===== src/hdl/csf_pkg.sv =====
package csf_pkg;
	// ************************************************************
	// Register map
	// ************************************************************
	localparam logic [3:0] CSF_ADDR_FLAGS = 4'h0;
	localparam logic [3:0] CSF_ADDR_IRQ_STAT = 4'h1;
	localparam logic [3:0] CSF_ADDR_IRQ_EN = 4'h2;
	localparam logic [3:0] CSF_ADDR_IRQ_CLR = 4'h3;
	// ************************************************************
	// Flag bit positions
	// ************************************************************
	localparam int CSF_B_CARRY = 0;
	localparam int CSF_B_NIBBLE = 1;
	localparam int CSF_B_NULL = 2;
	localparam int CSF_B_WRAP = 3;
	localparam int CSF_B_SLEEP = 4;
	localparam int CSF_B_WDT = 5;
	localparam int CSF_B_LNIL = 6;
	localparam int CSF_B_SXOR = 7;
	localparam logic [7:0] CSF_ARITH_MASK = 8'hCF;
	// Undefined arithmetic flags: zeros chosen for a deterministic model
	localparam logic [7:0] CSF_FLAGS_RST = 8'h00;
	// Interrupt status bits
	localparam int CSF_I_WDT = 0;
	localparam int CSF_I_HALT = 1;
	localparam int CSF_I_NULL = 2;
	localparam int CSF_I_WRAP = 3;
	localparam logic [3:0] CSF_IRQ_RST = 4'h0;
	// ************************************************************
	// Operation classes
	// ************************************************************
	typedef enum logic [2:0]
	{
		CSF_OP_NONE = 3'b000,
		CSF_OP_ADD = 3'b001,
		CSF_OP_SUB = 3'b010,
		CSF_OP_SBC = 3'b011,
		CSF_OP_LOGIC = 3'b100,
		CSF_OP_ROT = 3'b101
	} csf_op_e;
endpackage


===== src/hdl/csf_adder.sv =====
`timescale 1ns/1ps
`default_nettype none
module csf_adder
	import csf_pkg::*;
(
	input  wire logic [7:0] a_i,
	input  wire logic [7:0] b_i,
	input  wire logic       cin_i,
	input  wire logic       sub_i,
	output logic      [7:0] sum_o,
	output logic            cout_o,
	output logic            nib_o,
	output logic            c7_o
);
	// ************************************************************
	// Subtract as a plus inverted b plus carry: carry out means no borrow
	// ************************************************************
	wire logic [7:0] b_eff = sub_i ? ~b_i : b_i;
	wire logic [4:0] low   = {1'b0, a_i[3:0]} + {1'b0, b_eff[3:0]}
		+ {4'h0, cin_i};
	wire logic [7:0] low7  = {1'b0, a_i[6:0]} + {1'b0, b_eff[6:0]}
		+ {7'h00, cin_i};
	wire logic [8:0] full  = {1'b0, a_i} + {1'b0, b_eff} + {8'h00, cin_i};
	assign sum_o  = full[7:0];
	assign cout_o = full[8];
	assign nib_o  = low[4];
	assign c7_o   = low7[7];
endmodule
`default_nettype wire


===== src/hdl/csf_irq.sv =====
`timescale 1ns/1ps
`default_nettype none
module csf_irq
	import csf_pkg::*;
(
	input  wire logic       clk_i,
	input  wire logic       rst_i,
	input  wire logic [3:0] event_i,
	input  wire logic [3:0] clear_i,
	input  wire logic [3:0] enable_i,
	output logic      [3:0] status_o,
	output logic            irq_o
);
	// Set beats clear so an event in the clearing cycle is kept
	wire logic [3:0] next_status = (status_o & ~clear_i) | event_i;
	always_ff @(posedge clk_i)
	begin
		if (rst_i)
			status_o <= CSF_IRQ_RST;
		else
			status_o <= next_status;
	end
	assign irq_o = |(status_o & enable_i);
endmodule
`default_nettype wire


===== src/hdl/csf_flags.sv =====
// The register addresses and the Avalon-MM register port were chosen for this implementation.
`timescale 1ns/1ps
`default_nettype none
module csf_flags
	import csf_pkg::*;
(
	input  wire logic       clk_i,
	input  wire logic       rst_i,
	input  wire logic       exec_i,
	input  wire logic [2:0] op_i,
	input  wire logic [7:0] a_i,
	input  wire logic [7:0] b_i,
	input  wire logic       use_carry_i,
	input  wire logic [7:0] logic_res_i,
	input  wire logic       rot_carry_i,
	input  wire logic       wdt_timeout_i,
	input  wire logic       wdt_refresh_i,
	input  wire logic       halt_i,
	output logic      [7:0] result_o,
	output logic      [7:0] flags_o,
	input  wire logic [3:0] avs_address,
	input  wire logic       avs_read,
	input  wire logic       avs_write,
	input  wire logic [7:0] avs_writedata,
	output logic      [7:0] avs_readdata,
	output logic            avs_waitrequest,
	output logic            irq_o
);
	// ************************************************************
	// Datapath
	// ************************************************************
	logic [7:0] flags;
	logic [3:0] irq_en;
	logic [3:0] irq_stat;
	logic       rd_done;
	wire logic [7:0] sum;
	wire logic       cout;
	wire logic       nib;
	wire logic       c7;
	wire logic is_add   = op_i == CSF_OP_ADD;
	wire logic is_sub   = op_i == CSF_OP_SUB;
	wire logic is_sbc   = op_i == CSF_OP_SBC;
	wire logic is_arith = is_add | is_sub | is_sbc;
	wire logic is_logic = op_i == CSF_OP_LOGIC;
	wire logic is_rot   = op_i == CSF_OP_ROT;
	// Plain subtract injects carry 1 (no borrow); sbc uses the stored carry
	wire logic cin = is_sub ? 1'b1
		: (use_carry_i | is_sbc) & flags[CSF_B_CARRY];
	csf_adder u_add
	(
		.a_i    (a_i),
		.b_i    (b_i),
		.cin_i  (cin),
		.sub_i  (is_sub | is_sbc),
		.sum_o  (sum),
		.cout_o (cout),
		.nib_o  (nib),
		.c7_o   (c7)
	);
	wire logic [7:0] res  = is_arith ? sum : logic_res_i;
	wire logic       zero = res == 8'h00;
	wire logic       wrap = c7 ^ cout;
	// ************************************************************
	// Next flag value
	// ************************************************************
	wire logic bus_wr  = avs_write & (avs_address == CSF_ADDR_FLAGS);
	wire logic do_exec = exec_i & (is_arith | is_logic | is_rot);
	logic [7:0] next_flags;
	always_comb
	begin
		next_flags = flags;
		if (bus_wr)
			next_flags = (flags & ~CSF_ARITH_MASK)
				| (avs_writedata & CSF_ARITH_MASK);
		else if (do_exec)
		begin
			// Unaffected bits keep their value
			if (is_arith)
			begin
				next_flags[CSF_B_CARRY]  = cout;
				next_flags[CSF_B_NIBBLE] = nib;
				next_flags[CSF_B_WRAP]   = wrap;
				next_flags[CSF_B_SXOR]   = wrap ^ res[7];
			end
			if (is_rot)
				next_flags[CSF_B_CARRY] = rot_carry_i;
			if (is_arith | is_logic)
				next_flags[CSF_B_NULL] = zero;
			if (is_sub)
				next_flags[CSF_B_LNIL] = zero;
			else if (is_sbc)
				next_flags[CSF_B_LNIL] = flags[CSF_B_LNIL] & zero;
			// Other classes leave linked-nil alone
		end
		// System flags: refresh and halt dominate time-out
		if (wdt_refresh_i | halt_i)
			next_flags[CSF_B_WDT] = 1'b0;
		else if (wdt_timeout_i)
			next_flags[CSF_B_WDT] = 1'b1;
		if (halt_i)
			next_flags[CSF_B_SLEEP] = 1'b1;
		else if (wdt_refresh_i)
			next_flags[CSF_B_SLEEP] = 1'b0;
	end
	// No stack save of flags lives here; software must do it
	always_ff @(posedge clk_i)
	begin
		if (rst_i)
			flags <= CSF_FLAGS_RST;
		else
			flags <= next_flags;
	end
	always_ff @(posedge clk_i)
	begin
		if (rst_i)
			result_o <= 8'h00;
		else if (exec_i & (is_arith | is_logic))
			result_o <= res;
	end
	assign flags_o = flags;
	// ************************************************************
	// Interrupts
	// ************************************************************
	wire logic [3:0] irq_evt = {
		do_exec & (is_arith | is_logic) & wrap & is_arith,
		do_exec & (is_arith | is_logic) & zero,
		halt_i,
		wdt_timeout_i & ~wdt_refresh_i & ~halt_i};
	wire logic [3:0] irq_clr = (avs_write & (avs_address == CSF_ADDR_IRQ_CLR))
		? avs_writedata[3:0] : 4'h0;
	csf_irq u_irq
	(
		.clk_i    (clk_i),
		.rst_i    (rst_i),
		.event_i  (irq_evt),
		.clear_i  (irq_clr),
		.enable_i (irq_en),
		.status_o (irq_stat),
		.irq_o    (irq_o)
	);
	always_ff @(posedge clk_i)
	begin
		if (rst_i)
			irq_en <= CSF_IRQ_RST;
		else if (avs_write & (avs_address == CSF_ADDR_IRQ_EN))
			irq_en <= avs_writedata[3:0];
	end
	// ************************************************************
	// Avalon slave: writes in one cycle, reads wait one cycle
	// ************************************************************
	wire logic [7:0] rd_mux =
		(avs_address == CSF_ADDR_FLAGS)    ? flags :
		(avs_address == CSF_ADDR_IRQ_STAT) ? {4'h0, irq_stat} :
		(avs_address == CSF_ADDR_IRQ_EN)   ? {4'h0, irq_en} : 8'h00;
	always_ff @(posedge clk_i)
	begin
		if (rst_i)
			rd_done <= 1'b0;
		else
			rd_done <= avs_read & ~rd_done;
	end
	always_ff @(posedge clk_i)
	begin
		if (rst_i)
			avs_readdata <= 8'h00;
		else if (avs_read & ~rd_done)
			avs_readdata <= rd_mux;
	end
	assign avs_waitrequest = avs_read & ~rd_done;
endmodule
`default_nettype wire


===== config.mk =====
export PLATFORM = sky130hd
export DESIGN_NAME = csf_flags
export DESIGN_NICKNAME = d
export VERILOG_FILES = /design/src/hdl/csf_pkg.sv /design/src/hdl/csf_adder.sv /design/src/hdl/csf_irq.sv /design/src/hdl/csf_flags.sv
export SDC_FILE = /design/constraint.sdc
export NUM_CORES = 1
export LEC_CHECK = 0
export ABC_AREA = 1
export BUFFER_PORTS_ARGS = -buffer_cell sky130_fd_sc_hd__buf_4
export CORE_MARGIN = 3
export CORE_UTILIZATION = 40
export CTS_CLUSTER_DIAMETER = 100
export DETAILED_ROUTE_END_ITERATION = 8
export PLACE_DENSITY = 0.66
export RECOVER_POWER = 50
export SETUP_SLACK_MARGIN = 0.15
export SYNTH_ARGS = -nofsm -noshare
export SYNTH_HDL_FRONTEND = slang
export SYNTH_HIERARCHICAL = 1
export SYNTH_SLANG_ARGS = --single-unit
export TNS_END_PERCENT = 10

===== constraint.sdc =====
create_clock -name clk_i -period 6.4 [get_ports clk_i]
set_input_delay 0 -clock clk_i [delete_from_list [all_inputs] [get_ports clk_i]]
set_output_delay 0 -clock clk_i [all_outputs]
set_load 0.02 [all_outputs]

# Word-level counts from Yosys, hierarchy flattened
# Cells that the tools add are included.
# totals
reg_bits	33
wordCells	94
in_bits	49
# classes
bitwise	32
n_reduce_logical	15
n_eq_ne	8
n_addsub	6
mux	22
# ops
op	count
$mux 8	3
$mux 4	5
$and 1x1->1	14
$mux 1	10
$add 8x8->9	1
$add 9x1->9	1
$reduce_bool 3->1	3
$add 7x7->8	1
$add 8x1->8	1
$and 4x4->4	2
$eq 4x2->1 const B	2
$logic_not 8->1	1
$mux 2	4
$not 8->8	1
$or 6x8->8	1
$reduce_and 2->1	4
$reduce_bool 2->1	4
$or 1x1->1	7
$eq 3x2->1 const B	2
$eq 3x3->1 const B	2
$add 4x4->5	1
$add 5x1->5	1
$eq 4x1->1 const B	1
$logic_not 4->1	1
other kinds (7)	10

# Longest topological paths before layout
# Gate-level depths: netlist of run 1.
# logic_depth
word_depth	12
depth_mapped	22

# By module
# Netlist of run 1, hierarchy kept.
# by_module_without_submodules
module	cells_per_inst	instances	seq_area_each_um2	area_per_inst_um2
csf_flags	229	1	580.6	1585.3
csf_adder	74	1	0.0	467.9
csf_irq	29	1	80.1	178.9

# Least setup slack after synthesis of run 1
# No wires, ideal clock.
# synth_path
path_type	reg-to-reg
start	reg flags[0] (netlist: flags_o[0])
end	reg u_irq.status_o[2]
arrival_time_ns	2.301
n_path_buf	0
setup_slack_ns	4.029
stages_incl_launch_ff	20
required_time_ns	6.330
setup_ns	0.070
synth_period_minus_slack_ns	2.371
path_cell_list	dfxtp_1 > o21ai_0 > nand2_1 > inv_1 > fa_1 > inv_2 > fa_1 > nand2_1 > nand2_1 > nand3b_1 > nand3_1 > nand2_1 > nand3b_1 > nand2_1 > nand2_2 > nor2_4 > nand2_1 > nor2_1 > inv_1 > a21oi_1
# synth_between
elab_chain_len	7
# synth_lines
element	line	rtl
start: declaration	csf_flags.sv:32	logic [7:0] flags;
start signal: assignment	csf_flags.sv:111	flags <= next_flags;
$and 1x1->1	csf_flags.sv:48	: (use_carry_i | is_sbc) & flags[CSF_B_CARRY];
$mux 1	csf_flags.sv:47	wire logic cin = is_sub ? 1'b1
via cin	csf_flags.sv:47	
$add 9x1->9	csf_adder.sv:23	wire logic [8:0] full = {1'b0, a_i} + {1'b0, b_eff} + {8'h00, cin_i};
via sum[6]	csf_flags.sv:36	wire logic [7:0] sum;
$mux 8	csf_flags.sv:60	wire logic [7:0] res = is_arith ? sum : logic_res_i;
$logic_not 8->1	csf_flags.sv:61	wire logic zero = res == 8'h00;
$and 1x1->1	csf_flags.sv:126	do_exec & (is_arith | is_logic) & zero,
via irq_evt[2]	csf_flags.sv:124	wire logic [3:0] irq_evt = {
$or 4x4->4	csf_irq.sv:15	wire logic [3:0] next_status = (status_o & ~clear_i) | event_i;
end signal: assignment	csf_irq.sv:21	status_o <= next_status;
end: declaration	csf_irq.sv:11	output logic [3:0] status_o,
# The timed path passes the listed nets, and every way through them passes these cells.
# A chain may end at the register's enable or synchronous reset.

# Worst setup path after layout of run 1
# layout_path
start	in op_i[1]
end	reg u_irq.status_o[2]
# layout_between
elab_chain_len	9
word_cells_on_any_way	22
classes_between	add/sub: 2; eq/ne: 5; mux: 3; bitwise: 11; reduce/logical: 1
# layout_lines
element	line	rtl
start: declaration	csf_flags.sv:10	input wire logic [2:0] op_i,
$eq 3x2->1	csf_flags.sv:42	wire logic is_sbc = op_i == CSF_OP_SBC;
$or 1x1->1	csf_flags.sv:48	
$and 1x1->1	csf_flags.sv:48	
$mux 1 (*)	csf_flags.sv:47	
via cin	csf_flags.sv:47	
$add 9x1->9 (*)	csf_adder.sv:23	
via sum[4]	csf_flags.sv:36	
$mux 8 (*)	csf_flags.sv:60	
$logic_not 8->1 (*)	csf_flags.sv:61	
$and 1x1->1 (*)	csf_flags.sv:126	
via irq_evt[2]	csf_flags.sv:124	
$or 4x4->4 (*)	csf_irq.sv:15	
# The timed path passes the listed nets; every way through them passes the cells marked *.

==> results by group, run 1 <==
Outcome
  – Outcome: completed

Logic synthesis
  – Multiplexer share of the synthesized area: 0%
  – Syn avg cell area: 6.723 um^2
  – Adder-Cell Fraction of Synth Area: 5.717%
  – Synth Area in Simple Gates: between 30% and 40%
  – Post-Synth XOR/XNOR Area: 5.101%
  – Synth top area share: between 20% and 30%
  – Sequential area share after synthesis: 29.60%
  – Largest family of logic cells by synthesized area: simple AND/OR/NAND/NOR gates
  – Number of synthesized flops with an enable pin: 0
  – Async S/R FF share, synth: 0%
  – Top cells by area, synth: dfxtp_1 30%, nand2_1 14%, inv_1 7.6%
  – Synth cell count leaders: 86 x nand2_1, 45 x inv_1, 33 x dfxtp_1
  – Syn Inst Count: between 300 and 400
  – Distinct cells, synth: 40
  – Synth warn: 6
  – Cell taking the most area after synthesis: dfxtp_1
  – Most frequent cell after synthesis: nand2_1
  – Post-Syn Area: 0.002232 mm^2
  – Synth Flop Type: dfxtp_1
  – Complex-gate fraction of the synthesized area: 14.80%
  – Yosys reg bits: 33
  – Mapped Nets: 390

Timing
  – Final Max Tran Viols: 0
  – Highest clock rate: 0.3520 GHz
  – Measured slew at the worst slew-check pin: around 0.97 ns
  – Fin crit share: 44.39%
  – Final setup skew: 0.008479 ns
  – Slew HR: a little over a third
  – TNS Setup: 0 ns
  – Fin worst setup slack: 3.559 ns
  – RSZ-0062 raised after global routing: no
  – Final Setup Violations: 0
  – Tmin final: 2.841 ns
  – Final count of hold timing violations: 0

Floorplan
  – Initial Utilization: 42.62%
  – Core Region: 0.005238 mm^2
  – FP Rows: 26
  – Die Y: 80.70 um
  – Die width: 80.70 um
  – Total Die Area: 0.006512 mm^2
  – I/O pin cnt: 75

Critical path
  – Kind of critical path: in -> reg
  – Slowest stage delay, CP: slightly above 0.7 ns
  – CP Launch Type: input port
  – Cell Chain, Critical Path: buf_4 > inv_1 > nor2_1 > o21ai_0 > nand2_1 > inv_1 > fa_1 > inv_2 > fa_1 > nand2_1 > nand2_1 > and2_1 > xor2_1 > nand3b_1 > nand2_1 > nand2_1 > nor2_4 > nand2_1 > nor2_1 > inv_1 > a21oi_1
  – Most frequent CP cell: nand2_1
  – Worst path bufs/invs: 5
  – Crit path max-delay cell type: nor2_1
  – Worst Path Arrival: 3.05 ns
  – CP required: 6.61 ns
  – Max FO, Critical Path: 10
  – CP delay by family, top: simple AND/OR/NAND/NOR gates
  – Crit path capture type: flop

Placed design
  – Buffers on Ports: 72
  – DP Cell Count: ~470
  – Placement Setup Slack: 3.238 ns
  – GPL Wtd Cong: 0.8781
  – DPL Wire Length: 4381 um

Clock network
  – Clock-pin transition on the worst setup and hold timing paths: 0.07 ns
  – Maximum root-to-sink buffer count: 2
  – Latest clock arrival within the worst-skew pair: 0.28 ns
  – Post-CTS Resized: 0
  – Clock tree from TritonCTS: done
  – Root Driver: clkbuf_8
  – CTS buffer count: 5
  – Clock Sinks: 33
  – H-tree Lvls: 2

Power
  – LEAKAGE: 0.001365 uW
  – VDD IR max: slightly above 0.08 mV
  – Design Power: roughly 550 uW
  – Power density over the cells: between 150 and 200 mW/mm^2

Cells and area
  – Nets: 465
  – Area grow syn2layout: 26.91%
  – Final core utilization: 54.09%
  – Layout cells sized above 1: 20.69%
  – Fin cells: 476
  – FILL cells: between 500 and 600
  – Ant. Diodes: 0

Global routing
  – Largest net degree at the start of global routing: 24
  – Initial antenna violation count: 0
  – First-pass GRT wire length: 9163 um
  – Gr ovfl total: 0
  – Global Route Usage Sum: ~18%
  – Vias in the first global route: 2,150

Routing
  – Starting DRT DRC Count: between 50 and 60
  – First-pass DRT Iterations: 4
  – Via Count: approximately 2,200
  – Avg WL per Cell: 11.38 um
  – Post-DRT Antenna Nets: 0
  – DRC Markers: 0
  – Drt total wl: 5417 um
  – Routed vias/inst: roughly 4.6

Worst hold path
  – Tightest Hold Check Type: in -> reg

Job
  – Max-Cap Viols: 0
-- what timing repair did --
| item | in CTS | in global routing |
|---|---|---|
| endpoints found under the hold margin | 4 | 0 |
| hold buffers | 4 | 0 |
| buffers inserted | 0 | 0 |
-- layer usage --
layer / track usage, % / wire length (um)
met1: 20.72 / 2424
met2: 32.86 / 2600
met3: 4.484 / 346
met4: 4.223 / 45
met5: 0 / 0
-- worst register-to-register path, cell delays in order, from the launching register on --
cell      delay, ns
dfxtp_1        0.41
o21ai_0        0.13
nand2_1        0.10
inv_1          0.06
fa_1           0.39
inv_2          0.07
fa_1           0.20
nand2_1        0.06
nand2_1        0.08
and2_1         0.17
xor2_1         0.07
nand3b_1       0.16
nand2_1        0.10
nand2_1        0.09
nor2_4         0.10
nand2_1        0.06
nor2_1         0.09
inv_1          0.05
a21oi_1        0.12
-- report_power, final --
part	internal, uW	switching, uW	leakage [uW]
registers	218	8.23	0.000270
logic	73.4	103	0.00106
clock network	71.5	71.5	0.0000399
total	363	182	0.00137
-- metrics by stage --
step           area [um^2]  hold slack, ns
4_1_cts               2919        0.009188
3_3_place_gp          2805          0.1768
2_1_floorplan         2232         0.06907
3_5_place_dp          2805          0.1854
6_report              2833         0.01195
5_1_grt               2833         0.02048
-- layout by cell type (no fill, tap or decap), types with 11 or more instances in the layout --
cell type,instances
inv_1,45
nand2_1,86
o21ai_0,12
buf_4,47
nor2_1,32
clkbuf_1,23
nand3_1,13
a21oi_1,26
xor2_1,11
dfxtp_1,33
-- logic make-up after synthesis --
family / Yosys count
adders and majority gates: 9
and+or+nand+nor: 163
DFF: 33
xor gates and xnor gates: 13
AOI/OAI and AO/OA: 55
buffers and inverters: 59
-- path summary, 6_finish.rpt --
kind,from,to,slack (ns),cells past startpoint
min reg2reg,rd_done$_SDFF_PP0_,rd_done$_SDFF_PP0_,0.42,1
max reg2reg,flags_o[0]$_SDFFE_PP0P_,u_irq/status_o[2]$_SDFF_PP0_,3.82,18
max,op_i[1],u_irq/status_o[2]$_SDFF_PP0_,3.56,21
min,avs_writedata[3],irq_en[3]$_SDFFE_PP0P_,0.01,3
-- flip-flops by register name (all words and copies together), names as in the netlist --
register	count
avs_readdata	8
flags_o	8
irq_en	4
rd_done	1
result_o	8
u_irq/status_o	4
-- cell type report --
| type | count | area, um^2 | share of cell area (%) |
|---|---|---|---|
| clock buffer | 5 | 68.82 | 2.429 |
| clock inverter | 1 | 5.005 | 0.1767 |
| inverter | 51 | 196.4 | 6.935 |
| multi-input combinational | 240 | 1320 | 46.60 |
| sequential | 33 | 660.6 | 23.32 |
| tap | 70 | 87.58 | 3.092 |
| timing repair buffer | 76 | 494.2 | 17.45 |
(Power assumes the default switching activity.)
==> run 2: changes to the inputs <==
==> constraint.sdc (replaced) <==
create_clock -name clk_i -period 3 [get_ports clk_i]
set_input_delay 0 -clock clk_i [delete_from_list [all_inputs] [get_ports clk_i]]
set_output_delay 0 -clock clk_i [all_outputs]
set_load 0.02 [all_outputs]
==> run 2 against run 1 <==
  * Sequential cell count stayed put
  * Power is 140% higher
  * Hold slack worse by 0.0015 ns
  * Non-clock buffer count is 1 higher
  * Clock skew is 0.0027 ns lower
  * First-iteration DRC count is 67% higher
  * Count of clock-buffer cells in the layout is 2 higher
  * Via count is 2.0% higher
  * Register-to-register slack worse by 3.4 ns
  * Critical path depth is 3 lower
  * Sequential power is 110% higher
  * Largest cell class unchanged
  * Highest routed layer unchanged
==> results by group, run 2 (synthesis gave the netlist of run 1 again) <==
Placed design
  – Placed cell area: 0.002813 mm^2
  – DPL Wire Length: 4463 um
  – Placement Setup Slack: 0.4690 ns
  – GPL Wtd Cong: 0.8852
  – Buffers on Ports: 72

Routing
  – Starting DRT DRC Count: 87
  – Routed vias/inst: ~4.7
  – Avg WL per Cell: between 10 and 15 um
  – Post-DRT Antenna Nets: 0
  – DRC Markers: 0
  – Drt total wl: ~5500 um
  – First-pass DRT Iterations: 4
  – Via Count: 2,248

Worst hold path
  – Hold_sp: avs_writedata[3]
  – Hold depth: 3
  – Worst hold endpoint: irq_en[3]$_SDFFE_PP0P_
  – Tightest Hold Check Type: in -> reg

Critical path
  – RR Endpoint: u_irq/status_o[2]$_SDFF_PP0_
  – CP Launch Type: flop
  – CP required: 3.21 ns
  – Max FO, Critical Path: 4
  – FF-to-FF path depth: 18
  – Crit path capture type: flop
  – Kind of critical path: reg -> reg
  – Worst Path Arrival: between 2 and 3 ns
  – Reg-to-reg slack, setup: roughly 0.45 ns
  – Start of the worst register-to-register path: flags_o[0]$_SDFFE_PP0P_

Global routing
  – Vias in the first global route: roughly 2,200
  – Largest net degree at the start of global routing: 24
  – Gr ovfl total: 0
  – Global Route Usage Sum: ~18%
  – First-pass GRT wire length: a little over 9000 um
  – Initial antenna violation count: 0

Power
  – Combinational fraction of design power: 29.4%
  – Design Power: about 1300 uW
  – Sequential Power Share: about 37%
  – Int Pwr: 893.6 uW
  – VDD IR max: 0.2700 mV
  – LEAKAGE: 0.001389 uW
  – Part of the power in the clock network: about a third
  – Power density over the cells: 447.9 mW/mm^2
  – Psw: 397.6 uW
  – Switching share of power: 30.79%

Cells and area
  – Fin area: between 0.002 and 0.003 mm^2
  – Area grow syn2layout: 29.15%
  – Nets: 466
  – FILL cells: 535
  – Most common cell after layout, fill and taps aside: nand2_1
  – Layout cells sized above 1: 21.03%
  – Multi-input gate area: ~0.0013 mm^2
  – Ant. Diodes: 0
  – Most frequent cells in the layout: 86 x nand2_1, 48 x buf_4, 45 x inv_1
  – Register area: ~660 um^2

Clock network
  – H-tree Lvls: 2
  – Root Driver: clkbuf_8
  – CTS buffer count: 5
  – Clock Sinks: 33
  – Latest clock arrival within the worst-skew pair: 0.28 ns
  – Maximum root-to-sink buffer count: 2
  – Clock tree from TritonCTS: done
  – Post-CTS setup buffers: 0
  – Post-CTS Resized: 0
  – Clock-pin transition on the worst setup and hold timing paths: 0.07 ns

Timing
  – Fin worst setup slack: 0.4545 ns
  – Highest clock rate: 0.3928 GHz
  – Tmin final: ~2.5 ns
  – RSZ-0062 raised after global routing: no
  – Final count of hold timing violations: 0
  – TNS Setup: 0 ns
  – Measured slew at the worst slew-check pin: 0.9492 ns
  – Slew HR: 36.49%
  – Fin crit share: 84.85%
  – Final setup skew: ~0.0057 ns
  – Final Max Tran Viols: 0
  – Final Setup Violations: 0

Floorplan
  – Die width: between 80 and 90 um
  – FP Rows: 26
  – Die Y: 80.70 um
  – Total Die Area: around 0.0065 mm^2
  – I/O pin cnt: 75
  – Initial Utilization: between 40% and 50%
  – Core Region: around 0.0052 mm^2

Outcome
  – Outcome: completed

Job
  – Max-Cap Viols: 0
[run 2: changes by cell type in the layout (fill, tap and decap cells not counted)]
cell,before,now
bufinv_16,0,1
clkbuf_1,23,24
buf_4,47,48
clkinv_2,1,0
clkbuf_8,5,6
[run 2: layout make-up]
| cell class | instances | area share [%] |
|---|---|---|
| clock buffer | 7 | 2.995 |
| clock inverter | 1 | 1.042 |
| inverter | 51 | 6.814 |
| multi-input combinational | 240 | 45.79 |
| sequential | 33 | 22.92 |
| tap | 70 | 3.038 |
| timing repair buffer | 77 | 17.40 |
[run 2: per-layer routing]
| metal | share of wire, % | track usage, % | routed length (um) |
|---|---|---|---|
| met1 | 43 | 20.82 | 2341 |
| met2 | 49 | 33.44 | 2723 |
| met3 | 7.2 | 4.709 | 396 |
| met4 | 0.84 | 3.547 | 46 |
| met5 | 0 | 0 | 0 |
[run 2: worst max path at each step]
stage / start / to / slack [ns] / depth (start not counted)
global placement: op_i[1] / u_irq/status_o[2]$_SDFF_PP0_ / 0.52 / 21
detailed placement: op_i[1] / u_irq/status_o[2]$_SDFF_PP0_ / 0.47 / 21
finish: flags_o[0]$_SDFFE_PP0P_ / u_irq/status_o[2]$_SDFF_PP0_ / 0.45 / 18
global route: flags_o[0]$_SDFFE_PP0P_ / u_irq/status_o[2]$_SDFF_PP0_ / 0.22 / 18
floorplan: flags_o[0]$_SDFFE_PP0P_ / u_irq/status_o[2]$_SDFF_PP0_ / 0.63 / 19
CTS: flags_o[0]$_SDFFE_PP0P_ / u_irq/status_o[2]$_SDFF_PP0_ / 0.47 / 18
[run 2: through the flow]
stage               instances  hold slack [ns]  util (%)
floorplan                 332          0.06907         -
global placement          467           0.1766     53.70
detailed placement        467           0.1802     53.70
CTS                       479         0.003139     56.69
global route              479         0.006820     55.04
finish                    479          0.01044     55.04
[run 2: repair_timing]
item | in CTS | in global routing
setup endpoints to repair | 0 | 0
endpoints found under the hold margin | 4 | 0
hold buffers | 4 | 0
[run 2: worst max-delay path, cell delays in order, from the launching register on]
cell	delay, ns
dfxtp_1	0.40
o21ai_0	0.11
nand2_1	0.07
inv_1	0.06
fa_1	0.40
inv_2	0.07
fa_1	0.20
nand2_1	0.06
nand2_1	0.08
and2_1	0.17
xor2_1	0.08
nand3b_1	0.15
nand2_1	0.09
nand2_1	0.09
nor2_4	0.10
nand2_1	0.06
nor2_1	0.08
inv_1	0.04
a21oi_1	0.14
[run 2: power groups by stage]
stage / combinational (uW) / sequential, uW / clock (uW)
final: 379 / 483 / 429
after CTS: 401 / 484 / 442
after floorplan: 235 / 517 / 0
after global routing: 432 / 486 / 463
after detailed placement: 396 / 493 / 0
after global placement: 390 / 493 / 0
